`src/rtl/ctc_defs.svh`:
```
// constants of the cassette tape record codec
`ifndef CTC_DEFS_SVH
`define CTC_DEFS_SVH
// ----------------------------------------
// timing, in the units as specified
// ----------------------------------------
`define CTC_CLK_MHZ 100
`define CTC_ONE_US 1000
`define CTC_ZERO_US 500
`define CTC_SETTLE_MS 500
`define CTC_US_PER_MS 1000
// ----------------------------------------
// request and status codes
// ----------------------------------------
`define CTC_REQ_MOTOR_ON 8'h00
`define CTC_REQ_MOTOR_OFF 8'h01
`define CTC_REQ_READ 8'h02
`define CTC_REQ_WRITE 8'h03
`define CTC_ST_OK 8'h00
`define CTC_ST_CRC 8'h01
`define CTC_ST_NOTRANS 8'h02
`define CTC_ST_NOLEAD 8'h04
`define CTC_ST_BADREQ 8'h80
// ----------------------------------------
// record layout
// ----------------------------------------
`define CTC_ONES_BYTE 8'hff
`define CTC_ZERO_BYTE 8'h00
`define CTC_SYNC_BYTE 8'h16
`define CTC_LEADER_LAST 8'hff
`define CTC_BLK_LAST 8'hff
`define CTC_TRAILER_LAST 8'h03
`define CTC_QUAL_LAST 10'h1ff
`define CTC_CRC_POLY 16'h1021
`define CTC_CRC_INIT 16'hffff
`define CTC_CRC_ZERO 16'h0000
`endif

```
`src/rtl/ctc_pkg.sv`:
```
// types and the shared crc step of the cassette tape record codec
package ctc_pkg;
`include "ctc_defs.svh"

	typedef enum logic [2:0] {
		ST_IDLE = 3'b000,
		ST_SETTLE = 3'b001,
		ST_LEADER = 3'b010,
		ST_SYNC = 3'b011,
		ST_SYNCB = 3'b100,
		ST_DATA = 3'b101,
		ST_CRC = 3'b110,
		ST_WR = 3'b111
	} ctc_state_t;

	typedef enum logic [2:0] {
		PH_SYNCBIT = 3'b000,
		PH_LEADER = 3'b001,
		PH_SYNCBYTE = 3'b010,
		PH_DATA = 3'b011,
		PH_CRC = 3'b100,
		PH_TRAILER = 3'b101,
		PH_DRAIN = 3'b110
	} ctc_wph_t;

	// one msb-first step of the x^16+x^12+x^5+1 check
	function automatic logic [15:0] ctc_crc_step(input logic [15:0] crc, input logic b);
		ctc_crc_step = {crc[14:0], 1'b0} ^ ((crc[15] ^ b) ? `CTC_CRC_POLY : `CTC_CRC_ZERO);
	endfunction : ctc_crc_step

endpackage : ctc_pkg

```
`src/rtl/ctc_codec.sv`:
```
// cassette tape record encoder and decoder
// ----------------------------------------
// Function
// - request code 0 motor on, 1 off, 2 read block, 3 write block, with address and count.
// - status 00 ok, 01 crc error, 02 no transitions, 04 no leader, 80 bad request.
// - any nonzero status also raises the separate error flag.
// - read and write switch the motor on at start and off at end.
// - writing sends one zero sync bit, then a 256-byte all-ones leader.
// - data goes in 256-byte blocks, each followed by two crc bytes.
// - a one bit is a 1.0 ms square cycle, a zero 0.5 ms.
// - the tone counter period is reloaded on the fly, keeping the wave continuous.
// - a short last block is padded by repeating the last data byte.
// - after the last block a four-byte all-ones trailer, then motor off.
// - a block write always ends with status 00.
// - a read waits about 0.5 s after motor on before looking at the tape.
// - a quarter leader of continuous ones is needed before the sync search.
// - the sync byte must be 16 hex, otherwise the leader search restarts.
// - read bytes go to the buffer address, which then advances; the count is returned.
// - after each 256 read bytes the crc is checked; mismatch ends with 01.
// - the block check is crc-16 x^16+x^12+x^5+1 over every data bit.
// - the complement of the crc register is written to tape.
// - the time-of-day tick is held off during a read and restored after.
// - record order is leader, sync byte 16 hex, then blocks with crc.
// ----------------------------------------
`timescale 1ns/1ps
`include "ctc_defs.svh"
module ctc_codec import ctc_pkg::*; #(
	parameter int unsigned ONE_CYC = `CTC_ONE_US * `CTC_CLK_MHZ,
	parameter int unsigned ZERO_CYC = `CTC_ZERO_US * `CTC_CLK_MHZ,
	parameter int unsigned SETTLE_CYC = `CTC_SETTLE_MS * `CTC_US_PER_MS * `CTC_CLK_MHZ,
	parameter int unsigned MAX_TRIES = 16
) (
	input wire logic clk_i,
	input wire logic rst_n_i,
	input wire logic req_valid_i,
	input wire logic [7:0] request_status_code_i,
	input wire logic [15:0] buffer_segment_i,
	input wire logic [15:0] buffer_offset_i,
	input wire logic [15:0] byte_count_param_i,
	input wire logic [7:0] mem_rdata_i,
	input wire logic mem_ack_i,
	input wire logic tape_in_i,
	input wire logic tick_interrupt_line_i,
	output logic busy_o,
	output logic done_o,
	output logic error_o,
	output logic [7:0] request_status_code_o,
	output logic [15:0] bytes_done_count_o,
	output logic motor_o,
	output logic tape_out_o,
	output logic mem_req_o,
	output logic mem_we_o,
	output logic [19:0] mem_addr_o,
	output logic [7:0] mem_wdata_o,
	output logic tick_interrupt_line_o
);
	localparam int unsigned TO_CYC = 2 * ONE_CYC;
	localparam int unsigned CW = $clog2(TO_CYC + 1);
	localparam int unsigned SW = $clog2(SETTLE_CYC);
	localparam logic [CW-1:0] THRESH_C = CW'((ONE_CYC + ZERO_CYC) / 2);
	localparam logic [CW-1:0] TO_C = CW'(TO_CYC);
	localparam logic [SW-1:0] SETTLE_C = SW'(SETTLE_CYC - 1);
	localparam logic [7:0] TRY_C = 8'(MAX_TRIES - 1);

	// segment:offset to a 20-bit buffer address
	function automatic logic [19:0] buf_addr(input logic [15:0] seg, input logic [15:0] off);
		buf_addr = {seg, 4'h0} + {4'h0, off};
	endfunction : buf_addr

	logic [1:0] rst_q;
	logic rst_n;
	ctc_state_t st_q;
	ctc_wph_t wph_q;
	logic [15:0] seg_q, off_q, cnt_q, done_cnt_q, crc_q;
	logic [7:0] blk_q, pcnt_q, wsh_q, last_q, rsh_q, rcrc_q, tries_q, status_q;
	logic [3:0] wbits_q;
	logic [2:0] rbits_q, tin_q;
	logic [9:0] ones_q;
	logic [SW-1:0] settle_q;
	logic [CW-1:0] iv_q;
	logic crc_idx_q, wdata_q, motor_q, done_q, err_q, busy_q, tick_q;
	logic mem_req_q, mem_we_q;
	logic [19:0] mem_addr_q;
	logic [7:0] mem_wdata_q;
	logic rd_act, rd_scan, rise, rbit, rbit_v, byte_done, notrans, more;
	logic [7:0] rbyte;
	logic take, tone_idle, wr_gap, sup_v, crc_clr, fin_v, crc_bad;
	logic [7:0] sup_b, fin_code;

	// ----------------------------------------
	// reset release
	// ----------------------------------------
	always_ff @(posedge clk_i or negedge rst_n_i) begin
		if (!rst_n_i) begin
			rst_q <= 2'b00;
		end else begin
			rst_q <= {rst_q[0], 1'b1};
		end
	end
	assign rst_n = rst_q[1];

	// ----------------------------------------
	// read front end
	// ----------------------------------------
	// tape pin through two flops, third flop only for the edge
	always_ff @(posedge clk_i or negedge rst_n) begin
		if (!rst_n) begin
			tin_q <= 3'b000;
		end else begin
			tin_q <= {tin_q[1], tin_q[0], tape_in_i};
		end
	end

	assign rd_act = (st_q != ST_IDLE) && (st_q != ST_WR);
	assign rd_scan = rd_act && (st_q != ST_SETTLE);
	assign rise = tin_q[1] & ~tin_q[2];
	assign rbit_v = rise && rd_scan;
	assign rbit = (iv_q >= THRESH_C);
	assign notrans = rd_scan && (iv_q == TO_C);
	assign rbyte = {rsh_q[6:0], rbit};
	assign byte_done = rbit_v && (rbits_q == 3'h7);
	assign more = (done_cnt_q < cnt_q);
	assign crc_bad = ({rcrc_q, rbyte} != ~crc_q);

	// interval since the last rising edge; saturates at the timeout
	always_ff @(posedge clk_i or negedge rst_n) begin
		if (!rst_n) begin
			iv_q <= '0;
		end else if (!rd_scan || rise) begin
			iv_q <= '0;
		end else if (!notrans) begin
			iv_q <= iv_q + 1'b1;
		end
	end

	// ----------------------------------------
	// write serializer
	// ----------------------------------------
	assign wr_gap = (st_q == ST_WR) && (wbits_q == 4'h0);

	// next byte for the tape; a fetch must land within one bit period
	always_comb begin
		sup_v = wr_gap;
		sup_b = `CTC_ONES_BYTE;
		unique case (wph_q)
			PH_SYNCBIT: sup_b = `CTC_ZERO_BYTE;
			PH_LEADER: sup_b = `CTC_ONES_BYTE;
			PH_SYNCBYTE: sup_b = `CTC_SYNC_BYTE;
			PH_DATA: begin
				if (more) begin
					sup_v = wr_gap && mem_req_q && mem_ack_i;
					sup_b = mem_rdata_i;
				end else begin
					sup_b = last_q;
				end
			end
			PH_CRC: sup_b = pcnt_q[0] ? ~crc_q[7:0] : ~crc_q[15:8];
			PH_TRAILER: sup_b = `CTC_ONES_BYTE;
			PH_DRAIN: sup_v = 1'b0;
			default: sup_v = 1'b0;
		endcase
	end

	// shift register feeding the tone generator msb first
	always_ff @(posedge clk_i or negedge rst_n) begin
		if (!rst_n) begin
			wsh_q <= 8'h00;
			wbits_q <= 4'h0;
			wdata_q <= 1'b0;
		end else if (st_q != ST_WR) begin
			wbits_q <= 4'h0;
			wdata_q <= 1'b0;
		end else if (sup_v) begin
			wsh_q <= sup_b;
			wbits_q <= (wph_q == PH_SYNCBIT) ? 4'h1 : 4'h8;
			wdata_q <= (wph_q == PH_DATA);
		end else if (take) begin
			wsh_q <= {wsh_q[6:0], 1'b0};
			wbits_q <= wbits_q - 1'b1;
		end
	end

	ctc_tone_gen #(
		.ONE_CYC(ONE_CYC),
		.ZERO_CYC(ZERO_CYC),
		.CW(CW)
	) u_tone (
		.clk_i(clk_i),
		.rst_n_i(rst_n),
		.bit_valid_i(wbits_q != 4'h0),
		.bit_i(wsh_q[7]),
		.take_o(take),
		.idle_o(tone_idle),
		.tone_o(tape_out_o)
	);

	// ----------------------------------------
	// block check
	// ----------------------------------------
	assign crc_clr = (sup_v && wph_q == PH_SYNCBYTE) || (sup_v && wph_q == PH_CRC && pcnt_q[0])
		|| (st_q == ST_SYNCB && byte_done) || (st_q == ST_CRC && byte_done && crc_idx_q);

	// data bits only; crc bytes themselves never enter the register
	always_ff @(posedge clk_i or negedge rst_n) begin
		if (!rst_n) begin
			crc_q <= `CTC_CRC_INIT;
		end else if (crc_clr) begin
			crc_q <= `CTC_CRC_INIT;
		end else if (take && wdata_q) begin
			crc_q <= ctc_crc_step(crc_q, wsh_q[7]);
		end else if (rbit_v && st_q == ST_DATA) begin
			crc_q <= ctc_crc_step(crc_q, rbit);
		end
	end

	// ----------------------------------------
	// completion decode
	// ----------------------------------------
	always_comb begin
		fin_v = 1'b0;
		fin_code = `CTC_ST_OK;
		if (st_q == ST_IDLE) begin
			if (req_valid_i && request_status_code_i != `CTC_REQ_READ
				&& request_status_code_i != `CTC_REQ_WRITE) begin
				fin_v = 1'b1;
				if (request_status_code_i != `CTC_REQ_MOTOR_ON
					&& request_status_code_i != `CTC_REQ_MOTOR_OFF) begin
					fin_code = `CTC_ST_BADREQ;
				end
			end
		end else if (notrans) begin
			fin_v = 1'b1;
			fin_code = `CTC_ST_NOTRANS;
		end else if (tries_q == TRY_C && ((st_q == ST_LEADER && rbit_v && !rbit)
			|| (st_q == ST_SYNCB && byte_done && rbyte != `CTC_SYNC_BYTE))) begin
			fin_v = 1'b1;
			fin_code = `CTC_ST_NOLEAD;
		end else if (st_q == ST_SYNCB && byte_done && rbyte == `CTC_SYNC_BYTE) begin
			fin_v = (cnt_q == 16'h0000);
		end else if (st_q == ST_CRC && byte_done && crc_idx_q) begin
			fin_v = crc_bad || !more;
			fin_code = crc_bad ? `CTC_ST_CRC : `CTC_ST_OK;
		end else if (st_q == ST_WR && wph_q == PH_DRAIN) begin
			fin_v = (wbits_q == 4'h0) && tone_idle;
		end
	end

	// status and error outputs hold until the next request completes; done is a one-cycle pulse
	always_ff @(posedge clk_i or negedge rst_n) begin
		if (!rst_n) begin
			done_q <= 1'b0;
			status_q <= `CTC_ST_OK;
			err_q <= 1'b0;
		end else begin
			done_q <= fin_v;
			if (fin_v) begin
				status_q <= fin_code;
				err_q <= (fin_code != `CTC_ST_OK);
			end
		end
	end

	// ----------------------------------------
	// motor and tick gate
	// ----------------------------------------
	always_ff @(posedge clk_i or negedge rst_n) begin
		if (!rst_n) begin
			motor_q <= 1'b0;
		end else if (st_q == ST_IDLE && req_valid_i) begin
			if (request_status_code_i == `CTC_REQ_MOTOR_OFF) begin
				motor_q <= 1'b0;
			end else if (request_status_code_i <= `CTC_REQ_WRITE) begin
				motor_q <= 1'b1;
			end
		end else if (fin_v) begin
			motor_q <= 1'b0;
		end
	end

	// tick passes through unchanged except while a read is running
	always_ff @(posedge clk_i or negedge rst_n) begin
		if (!rst_n) begin
			tick_q <= 1'b0;
		end else begin
			tick_q <= tick_interrupt_line_i && !rd_act;
		end
	end

	// ----------------------------------------
	// sequencer
	// ----------------------------------------
	always_ff @(posedge clk_i or negedge rst_n) begin
		if (!rst_n) begin
			st_q <= ST_IDLE;
			wph_q <= PH_SYNCBIT;
			{seg_q, off_q, cnt_q, done_cnt_q} <= '0;
			{blk_q, pcnt_q, last_q, rsh_q, rcrc_q, tries_q} <= '0;
			{rbits_q, ones_q, settle_q, crc_idx_q, busy_q} <= '0;
			{mem_req_q, mem_we_q, mem_addr_q, mem_wdata_q} <= '0;
		end else begin
			if (mem_ack_i) begin
				mem_req_q <= 1'b0;
			end
			if (rbit_v) begin
				rsh_q <= rbyte;
			end
			if (st_q == ST_IDLE) begin
				if (req_valid_i && !fin_v) begin
					seg_q <= buffer_segment_i;
					off_q <= buffer_offset_i;
					cnt_q <= byte_count_param_i;
					done_cnt_q <= 16'h0000;
					tries_q <= 8'h00;
					settle_q <= '0;
					wph_q <= PH_SYNCBIT;
					pcnt_q <= 8'h00;
					busy_q <= 1'b1;
					st_q <= (request_status_code_i == `CTC_REQ_READ) ? ST_SETTLE : ST_WR;
				end
			end else if (fin_v) begin
				st_q <= ST_IDLE;
				busy_q <= 1'b0;
			end else begin
				unique case (st_q)
					ST_SETTLE: begin
						settle_q <= settle_q + 1'b1;
						if (settle_q == SETTLE_C) begin
							st_q <= ST_LEADER;
							ones_q <= 10'h000;
						end
					end
					ST_LEADER: begin
						if (rbit_v && rbit) begin
							ones_q <= ones_q + 1'b1;
							if (ones_q == `CTC_QUAL_LAST) begin
								st_q <= ST_SYNC;
							end
						end else if (rbit_v) begin
							ones_q <= 10'h000;
							tries_q <= tries_q + 1'b1;
						end
					end
					ST_SYNC: begin
						if (rbit_v && !rbit) begin
							rbits_q <= 3'h1;
							st_q <= ST_SYNCB;
						end
					end
					ST_SYNCB, ST_DATA, ST_CRC: begin
						if (rbit_v) begin
							rbits_q <= rbits_q + 1'b1;
						end
						if (byte_done && st_q == ST_SYNCB) begin
							blk_q <= 8'h00;
							ones_q <= 10'h000;
							if (rbyte == `CTC_SYNC_BYTE) begin
								st_q <= ST_DATA;
							end else begin
								st_q <= ST_LEADER;
								tries_q <= tries_q + 1'b1;
							end
						end else if (byte_done && st_q == ST_DATA) begin
							blk_q <= blk_q + 1'b1;
							if (more) begin
								mem_req_q <= 1'b1;
								mem_we_q <= 1'b1;
								mem_wdata_q <= rbyte;
								mem_addr_q <= buf_addr(seg_q, off_q);
								off_q <= off_q + 1'b1;
								done_cnt_q <= done_cnt_q + 1'b1;
							end
							if (blk_q == `CTC_BLK_LAST) begin
								st_q <= ST_CRC;
								crc_idx_q <= 1'b0;
							end
						end else if (byte_done) begin
							rcrc_q <= rbyte;
							crc_idx_q <= 1'b1;
							if (crc_idx_q) begin
								st_q <= ST_DATA;
								blk_q <= 8'h00;
							end
						end
					end
					ST_WR: begin
						if (wph_q == PH_DATA && more && wbits_q == 4'h0 && !mem_req_q
							&& !mem_ack_i) begin
							mem_req_q <= 1'b1;
							mem_we_q <= 1'b0;
							mem_addr_q <= buf_addr(seg_q, off_q);
						end
						if (sup_v) begin
							unique case (wph_q)
								PH_SYNCBIT: wph_q <= PH_LEADER;
								PH_LEADER: begin
									pcnt_q <= pcnt_q + 1'b1;
									if (pcnt_q == `CTC_LEADER_LAST) begin
										wph_q <= PH_SYNCBYTE;
									end
								end
								PH_SYNCBYTE: begin
									blk_q <= 8'h00;
									pcnt_q <= 8'h00;
									wph_q <= (cnt_q == 16'h0000) ? PH_TRAILER : PH_DATA;
								end
								PH_DATA: begin
									blk_q <= blk_q + 1'b1;
									if (more) begin
										last_q <= mem_rdata_i;
										off_q <= off_q + 1'b1;
										done_cnt_q <= done_cnt_q + 1'b1;
									end
									if (blk_q == `CTC_BLK_LAST) begin
										wph_q <= PH_CRC;
										pcnt_q <= 8'h00;
									end
								end
								PH_CRC: begin
									pcnt_q <= pcnt_q + 1'b1;
									blk_q <= 8'h00;
									if (pcnt_q[0]) begin
										wph_q <= more ? PH_DATA : PH_TRAILER;
										pcnt_q <= 8'h00;
									end
								end
								PH_TRAILER: begin
									pcnt_q <= pcnt_q + 1'b1;
									if (pcnt_q == `CTC_TRAILER_LAST) begin
										wph_q <= PH_DRAIN;
									end
								end
								default: wph_q <= PH_DRAIN;
							endcase
						end
					end
					default: st_q <= ST_IDLE;
				endcase
			end
		end
	end

	assign busy_o = busy_q;
	assign done_o = done_q;
	assign error_o = err_q;
	assign request_status_code_o = status_q;
	assign bytes_done_count_o = done_cnt_q;
	assign motor_o = motor_q;
	assign mem_req_o = mem_req_q;
	assign mem_we_o = mem_we_q;
	assign mem_addr_o = mem_addr_q;
	assign mem_wdata_o = mem_wdata_q;
	assign tick_interrupt_line_o = tick_q;

	// ----------------------------------------
	// checks
	// ----------------------------------------
	chk_err_with_status: assert property (@(posedge clk_i) disable iff (!rst_n)
		done_o |-> (error_o == (request_status_code_o != `CTC_ST_OK)))
		else $error("error flag disagrees with status");
	chk_bad_request: assert property (@(posedge clk_i) disable iff (!rst_n)
		(st_q == ST_IDLE && req_valid_i && request_status_code_i > `CTC_REQ_WRITE)
		|=> (done_o && request_status_code_o == `CTC_ST_BADREQ && st_q == ST_IDLE))
		else $error("bad request not answered with 80");
	chk_motor_cmd: assert property (@(posedge clk_i) disable iff (!rst_n)
		(st_q == ST_IDLE && req_valid_i && request_status_code_i == `CTC_REQ_MOTOR_ON)
		|=> (motor_o && done_o && !busy_o))
		else $error("motor on request not honoured");
	chk_motor_auto: assert property (@(posedge clk_i) disable iff (!rst_n)
		(busy_o && !$past(busy_o)) |-> motor_o ##1 (busy_o || !motor_o))
		else $error("motor not managed around a block operation");
	chk_write_clean: assert property (@(posedge clk_i) disable iff (!rst_n)
		(st_q == ST_WR && fin_v) |=> (done_o && !error_o && !motor_o))
		else $error("write ended with an error or motor on");
	chk_tick_held: assert property (@(posedge clk_i) disable iff (!rst_n)
		rd_act |=> !tick_interrupt_line_o)
		else $error("tick passed during a read");
	chk_crc_fail: assert property (@(posedge clk_i) disable iff (!rst_n)
		(st_q == ST_CRC && byte_done && crc_idx_q && crc_bad)
		|=> (done_o && request_status_code_o == `CTC_ST_CRC && st_q == ST_IDLE))
		else $error("crc mismatch not reported as 01");
	chk_sync_retry: assert property (@(posedge clk_i) disable iff (!rst_n)
		(st_q == ST_SYNCB && byte_done && rbyte != `CTC_SYNC_BYTE && tries_q != TRY_C)
		|=> (st_q == ST_LEADER && ones_q == 10'h000))
		else $error("wrong sync byte did not restart leader search");
	chk_store_step: assert property (@(posedge clk_i) disable iff (!rst_n)
		(st_q == ST_DATA && byte_done && more && !fin_v)
		|=> (mem_req_o && mem_we_o && mem_wdata_o == $past(rbyte)
		&& off_q == $past(off_q) + 16'h0001))
		else $error("read byte not stored or address not advanced");

endmodule : ctc_codec

```
`src/rtl/ctc_tone_gen.sv`:
```
// square-wave bit tone generator with on-the-fly period reload
`timescale 1ns/1ps
module ctc_tone_gen import ctc_pkg::*; #(
	parameter int unsigned ONE_CYC = 100000,
	parameter int unsigned ZERO_CYC = 50000,
	parameter int unsigned CW = 18
) (
	input wire logic clk_i,
	input wire logic rst_n_i,
	input wire logic bit_valid_i,
	input wire logic bit_i,
	output logic take_o,
	output logic idle_o,
	output logic tone_o
);
	localparam logic [CW-1:0] ONE_C = CW'(ONE_CYC - 1);
	localparam logic [CW-1:0] ZERO_C = CW'(ZERO_CYC - 1);
	localparam logic [CW-1:0] ONE_H = CW'(ONE_CYC / 2);
	localparam logic [CW-1:0] ZERO_H = CW'(ZERO_CYC / 2);

	logic [CW-1:0] cnt_q;
	logic [CW-1:0] half_q;
	logic tone_q;

	// a new bit is taken in the last cycle of the previous one, so no gap appears
	assign idle_o = (cnt_q == '0);
	assign take_o = idle_o && bit_valid_i;
	assign tone_o = tone_q;

	// ----------------------------------------
	// period counter
	// ----------------------------------------
	// high for the first half of the period, low for the rest
	always_ff @(posedge clk_i or negedge rst_n_i) begin
		if (!rst_n_i) begin
			cnt_q <= '0;
			half_q <= '0;
			tone_q <= 1'b0;
		end else if (take_o) begin
			cnt_q <= bit_i ? ONE_C : ZERO_C;
			half_q <= bit_i ? ONE_H : ZERO_H;
			tone_q <= 1'b1;
		end else if (!idle_o) begin
			cnt_q <= cnt_q - 1'b1;
			if (cnt_q == half_q) begin
				tone_q <= 1'b0;
			end
		end else begin
			tone_q <= 1'b0;
		end
	end

	chk_tone_one_half: assert property (@(posedge clk_i) disable iff (!rst_n_i)
		(take_o && bit_i) |=> (tone_o && half_q == ONE_H && cnt_q == ONE_C))
		else $error("one bit did not start a full-length high half");

endmodule : ctc_tone_gen

```
`config.mk`:
```
export PLATFORM = sky130hd
export DESIGN_NAME = ctc_codec
export DESIGN_NICKNAME = d
export VERILOG_FILES = /design/src/rtl/ctc_pkg.sv /design/src/rtl/ctc_codec.sv /design/src/rtl/ctc_tone_gen.sv
export VERILOG_INCLUDE_DIRS = /design/src /design/src/rtl
export SDC_FILE = /design/constraint.sdc
export NUM_CORES = 1
export LEC_CHECK = 0
export BUFFER_PORTS_ARGS = -buffer_cell sky130_fd_sc_hd__buf_4
export CAP_MARGIN = 15
export CORE_ASPECT_RATIO = 0.9
export CORE_MARGIN = 3
export CORE_UTILIZATION = 55
export CTS_CLUSTER_SIZE = 14
export DETAILED_ROUTE_END_ITERATION = 12
export PLACE_DENSITY = 0.83
export SLEW_MARGIN = 40
export SYNTH_ARGS = -nofsm -noshare
export SYNTH_HDL_FRONTEND = slang
export SYNTH_SLANG_ARGS = --single-unit
```
`constraint.sdc`:
```
create_clock -name clk_i -period 7.5 [get_ports clk_i]
set_input_delay 1.5 -clock clk_i [delete_from_list [all_inputs] [get_ports clk_i]]
set_output_delay 1.5 -clock clk_i [all_outputs]
set_load 0.1 [all_outputs]
```
# --- Word-level counts from Yosys, hierarchy flattened ---
# Cells that the tools add are included.
word_totals:
  wordCells: 382
  reg_bits: 289
  input_bits: 70
classes:
  n_mux: 148
  n_reduce_logical: 98
  bitwise: 14
  eq_ne: 71
  n_addsub: 12
  magnitude_cmp: 3
op_table:
  columns: ["operator", "n"]
  rows:
  - ["2-to-1 mux 16 bit", 20]
  - ["2-to-1 mux 8 bit", 25]
  - ["2-to-1 mux 26 bit", 4]
  - ["2-to-1 mux 3 bit", 29]
  - ["2-to-1 mux 20 bit", 4]
  - ["2-to-1 mux 18 bit", 4]
  - ["one-hot mux 16 bit (2 select lines)", 2]
  - ["one-hot mux 8 bit (4 select lines)", 2]
  - ["one-hot mux 8 bit (2 select lines)", 3]
  - ["2-to-1 mux 10 bit", 4]
  - ["one-hot mux 20 bit (2 select lines)", 1]
  - ["logical AND 1 bit", 37]
  - ["2-to-1 mux 1 bit", 36]
  - ["adder 16 x 1 -> 16 bit, second input constant", 2]
  - ["bitwise XOR 16 x 13 -> 16 bit", 2]
  - ["one-hot mux 10 bit (3 select lines)", 1]
  - ["AND reduction 6 bit", 5]
  - ["AND reduction 7 bit", 4]
  - ["!= test 3 bit, second input constant", 9]
  - ["adder 26 x 1 -> 26 bit, second input constant", 1]
  - ["equality test 26 bit, second input constant", 1]
  - ["2-to-1 mux 13 bit", 2]
  - ["adder 8 x 1 -> 8 bit, second input constant", 3]
  - ["equality test 3 bit, second input constant", 8]
  - ["60 further kinds", 137]

# --- Logic depth before layout (Yosys ltp) ---
depth:
  word_depth: 16
  depth_mapped: 14

# --- By module ---
# A second synthesis with hierarchy kept.
hier_totals:
  cells_unflattened: 1564
  area_unflattened_um2: 14565.2
modules_own_cells:
  columns: ["mod", "instances", "cells_each", "seq_area_each_um2", "area_per_inst_um2"]
  rows:
  - ["ctc_codec", 1, 1448, 6226.0, 13382.8]
  - ["ctc_tone_gen", 1, 116, 550.5, 1182.4]

# --- Worst setup path after synthesis ---
# OpenSTA, ideal clock, no wires.
synth_path:
  kind: "input to register"
  from: "in request_status_code_i[4]"
  to: "reg settle_q[11]"
  path_buffers: 0
  setup_ns: 0.078
  stages: 7
  path_slack_ns: 4.003
  t_arrival_ns: 3.419
  path_cell_list: "nor4_1 -> nand3_1 -> nor2_1 -> nor2_1 -> or2_2 -> or3_1 -> a21oi_1"
synth_between:
  elab_chain_cells: 9
  elab_cells_between_ends: 11
  cone_classes: "eq/ne: 4; mux: 2; reduce/logical: 5"
synth_lines:
  columns: ["element", "line", "rtl"]
  rows:
  - ["from (decl)", "ctc_codec.sv:36", "input wire logic [7:0] request_status_code_i,"]
  - ["!= test 8 x 2 -> 1 bit (no source line)", null, null]
  - ["logical AND 1 bit (no source line)", null, null]
  - ["logical AND 1 bit (no source line) *", null, null]
  - ["2-to-1 mux 1 bit *", "ctc_codec.sv:223", "if (req_valid_i && request_status_code_i != `CTC_REQ_READ"]
  - ["2-to-1 mux 1 bit *", "ctc_codec.sv:222", "if (st_q == ST_IDLE) begin"]
  - ["logical NOT 1 bit", "ctc_codec.sv:308", "if (req_valid_i && !fin_v) begin"]
  - ["logical AND 1 bit", "ctc_codec.sv:308", null]
  - ["!= test 2 x 1 -> 1 bit (no source line)", null, null]
  - ["AND reduction 3 bit (no source line) *", null, null]
  - ["to (signal assigned)", "ctc_codec.sv:326", "settle_q <= settle_q + 1'b1;"]
  - ["to (decl)", "ctc_codec.sv:79", "logic [SW-1:0] settle_q;"]
# Mark *: on every way between the ends. The rest lies on a longest branch, timed or not.
# A chain may end at the register's enable or synchronous reset.

# --- Worst setup path in the final report ---
layout_path:
  from: "reg st_q[2]"
  to: "reg blk_q[7]"
layout_between:
  elab_chain_cells: 14
  elab_cells_between_ends: 48
  cone_classes: "eq/ne: 11; mux: 11; bitwise: 2; reduce/logical: 24"
layout_lines:
  columns: ["element", "line", "rtl"]
  rows:
  - ["from (decl)", "ctc_codec.sv:72", "ctc_state_t st_q;"]
  - ["from (signal assigned)", "ctc_codec.sv:318", "st_q <= (request_status_code_i == `CTC_REQ_READ) ? ST_SETTLE : ST_WR;"]
  - ["!= test 3 bit / nonzero test 3 bit (equally long branches)", "ctc_codec.sv:114", "assign rd_act = (st_q != ST_IDLE) && (st_q != ST_WR);"]
  - ["logical AND 1 bit", "ctc_codec.sv:114", null]
  - ["logical AND 1 bit", "ctc_codec.sv:115", "assign rd_scan = rd_act && (st_q != ST_SETTLE);"]
  - ["logical AND 1 bit", "ctc_codec.sv:117", "assign rbit_v = rise && rd_scan;"]
  - ["logical AND 1 bit", "ctc_codec.sv:121", "assign byte_done = rbit_v && (rbits_q == 3'h7);"]
  - ["logical AND 1 bit, on equally long branches (2 in series)", null, null]
  - ["2-to-1 mux 1 bit / logical OR 1 bit (equally long branches)", "ctc_codec.sv:240, ctc_codec.sv:234", null]
  - ["2-to-1 mux 1 bit / logical AND 1 bit (equally long branches)", "ctc_codec.sv:238, ctc_codec.sv:234", null]
  - ["2-to-1 mux 1 bit", "ctc_codec.sv:234", "end else if (tries_q == TRY_C && ((st_q == ST_LEADER && rbit_v && !rbit)"]
  - ["2-to-1 mux 1 bit", "ctc_codec.sv:231", "end else if (notrans) begin"]
  - ["2-to-1 mux 1 bit", "ctc_codec.sv:222", null]
  - ["NOT 1 bit (no source line)", null, null]
  - ["AND reduction 7 bit (no source line)", null, null]
  - ["to (signal assigned)", "ctc_codec.sv:363", "blk_q <= blk_q + 1'b1;"]
  - ["to (signal assigned)", "ctc_codec.sv:407", "blk_q <= blk_q + 1'b1;"]
  - ["to (decl)", "ctc_codec.sv:75", "logic [7:0] blk_q, pcnt_q, wsh_q, last_q, rsh_q, rcrc_q, tries_q, status_q;"]
# Parallel ways exist; a longest one is shown, timed or not.

==> out/metrics.cfg <==
[sta]
worst_pin_slew_ns=0.8278
slew_headroom_pct=44.44
layout_worst_path_cycle_share_pct=54.68
hold_viol=0
fin_skew_ns=0.02037
finalCriticalPeriod_ns=4.101
setup_tns_ns=0
hold_slack_ns=0.3421
fmax_ghz=0.2438
setup_violations=0
rsz0062_at_grt=no
drv_slew=0

[setup_path]
path_common_cell=nand4_1
path_max_fanout=22
reg2reg_to=blk_q[7]
startpoint_type=flop
ff2ff_setup_slack_ns=3.40
reg2reg_depth=8
timing.rr.start=st_q[2]
crit_start=st_q[2]
end_kind=flop
critical_path.cell_chain=and3_1 -> nor2_1 -> nand4_1 -> o311a_1 -> and3_4 -> and2_1 -> nand4_1 -> a221o_1
crit_type=flop to flop
slowest_delay_ns=0.84
cpMaxStageDelayCell=dfrtp_1
cp.arrival_ns=4.53
crit_path_end=blk_q[7]
cp_data_required_time_ns=7.93

[global_routing]
track_usage_pct=24.48
grt_pass1_vias=12220
antenna_found_initial=0
grt_overflow=0
grt_pass1_wl_mm=61.02
grt_max_degree=156

[clocking]
clock_sinks=270
numCtsBuffers=29
cts_tree=yes
cts.root.buffer_cell=clkbuf_16
clk_pin_slew_worst_paths_ns=0.07
htreeDepth=1
cts_hold_buf=0
cts_resized=0
clockBufferDepth=3
worst_skew_pair.late_latency_ns=0.56
cts_setup_buffers=0

[yosys]
yosysWarnings=0
synth.avg_cell_area_um2=9.526
netlist_area_um2=14960
synthArstFlopShare_pct=100.0
synth-seq-cells=270
synth_top_area_cell=dfrtp_1
ys_types=84
synthFlopType=dfrtp_1
syn_inst=1570
yosysTopAreaCellShare_pct=42.50
synth_area_leaders=dfrtp_1 (42%), nand2_1 (4.6%), ha_1 (3.5%)
ys_seq_area_share_pct=45.31
synth_edf_count=0

[detailed_routing]
first_pass_iters=6
vias=12560
first_iter_violations=1307
ant_nets=0
drt-wirelength-per-cell_um=18.00
vias_per_cell=6.167
finalWirelength_mm=36.66
drc=0

[floorplan]
start_util_pct=56.62
die_width_um=179.8
dieArea_um2=29210
core_area_um2=26420
fp-row-count=56
die_y_um=162.4
ios=130

[cells_and_area]
area_growth_pct=14.54
stdcell_count=2036
final_nets=1778
nFillCells=2049
drive_above_1_share_pct=17.77
final_cell_mix=dfrtp_1 (253), nand2_1 (184), nor2_1 (133), buf_4 (133), o21ai_0 (89)
layout_commonest_cell=dfrtp_1
antenna_cells=0

[place]
numPortBuffers=125
dp_cells=1981
gp_congestion=0.9307
dp_hpwl_mm=25.32

[pwr]
powerDensity_nw_per_um2=282.9
leakagePower_uw=0.007990
peakVddDrop_mv=0.2763

[outcome]
status=finished clean

[min_path]
hold_class=flop to asynchronous set/reset pin

[flow_run]
cap_violations=0

==> cells in the mapped netlist (17+ instances only) <==
library cell,n
a21oi_1,65
o21ai_0,89
inv_1,51
or3_1,19
mux2_2,46
nor2_1,135
nand4_1,28
nor3_1,30
dfrtp_1,254
ha_1,42
and3_1,39
nor4_1,17
xor2_1,37
a31oi_1,17
xnor2_1,40
clkbuf_1,51
mux2i_1,45
nand3_1,76
nand2_1,184
o31ai_1,26
==> how the worst min path moves through the flow <==
stage                     startpoint              to  slack, ns
final                       rst_q[1]  mem_wdata_o[0]       0.34
after global placement      rst_q[0]        rst_q[1]       0.33
after floorplan             rst_q[0]        rst_q[1]       0.33
after detailed placement    rst_q[0]        rst_q[1]       0.34
after global routing        rst_q[0]        rst_q[1]       0.35
after CTS                   rst_q[0]        rst_q[1]       0.35
==> flip-flops by register name, indices dropped and copies added (netlist names), 7 cells and up <==
name and flops:
wsh_q 8, mem_addr_o 20, mem_wdata_o 8, last_q 8
seg_q 16, tries_q 8, iv_q 18, bytes_done_count_o 16
crc_q 16, u_tone.cnt_q 18, settle_q 26, cnt_q 16
blk_q 8, ones_q 10, rsh_q 7, pcnt_q 8
off_q 16, rcrc_q 8
==> stage by stage <==
stage / cell area, µm² / total power [µW] / utilization, % / worst slack (ns)
after detailed placement: 16140 / 3426 / 61.09 / 3.152
after CTS: 17080 / 4850 / 64.66 / 3.558
after global routing: 17130 / 5087 / 64.85 / 3.276
after floorplan: 14970 / 3072 / - / 3.089
final: 17130 / 4846 / 64.85 / 3.399
after global placement: 16120 / 3359 / 61.04 / 3.267
==> critical path, delay by kind of cell, from the launching register on <==
family / cells / cell delay (ns)
AO/OA/AOI/OAI: 2 / 0.69
flip-flops: 1 / 0.84
AND/OR/NAND/NOR: 6 / 2.44
==> cell families after synthesis <==
family,synth area share (%)
and+or+nand+nor,21.41
AOI/OAI and AO/OA,14.23
DFF,45.31
buffers and inverters,3.564
muxes,7.279
xor gates and xnor gates,4.509
adders and majority gates,3.648
other,0.05022
==> report_power, final <==
group | total, µW | internal, µW | switching [µW]
clock network | 1420 | 833 | 584
registers | 2060 | 1730 | 339
logic | 1360 | 502 | 862
total | 4850 | 3060 | 1790
==> per-layer routing <==
| layer | track usage, % | routed length (µm) | up-vias |
|---|---|---|---|
| met4 | 6.081 | 869 | 0 |
| met1 | 33.91 | 15790 | 6128 |
| met5 | 0 | 0 | - |
| met3 | 3.171 | 2387 | 74 |
| li1 | - | - | 5883 |
| met2 | 41.41 | 17610 | 472 |
==> cell type report <==
class	count	area [µm²]	share of cell area (%)
clock buffer	43	828.3	4.835
clock inverter	11	115.1	0.6720
inverter	51	191.4	1.118
multi-input combinational	1176	7711	45.01
sequential	270	6780	39.58
tap	348	435.4	2.542
timing repair buffer	137	1069	6.238
No activity file was read; power rests on OpenSTA's default activity.
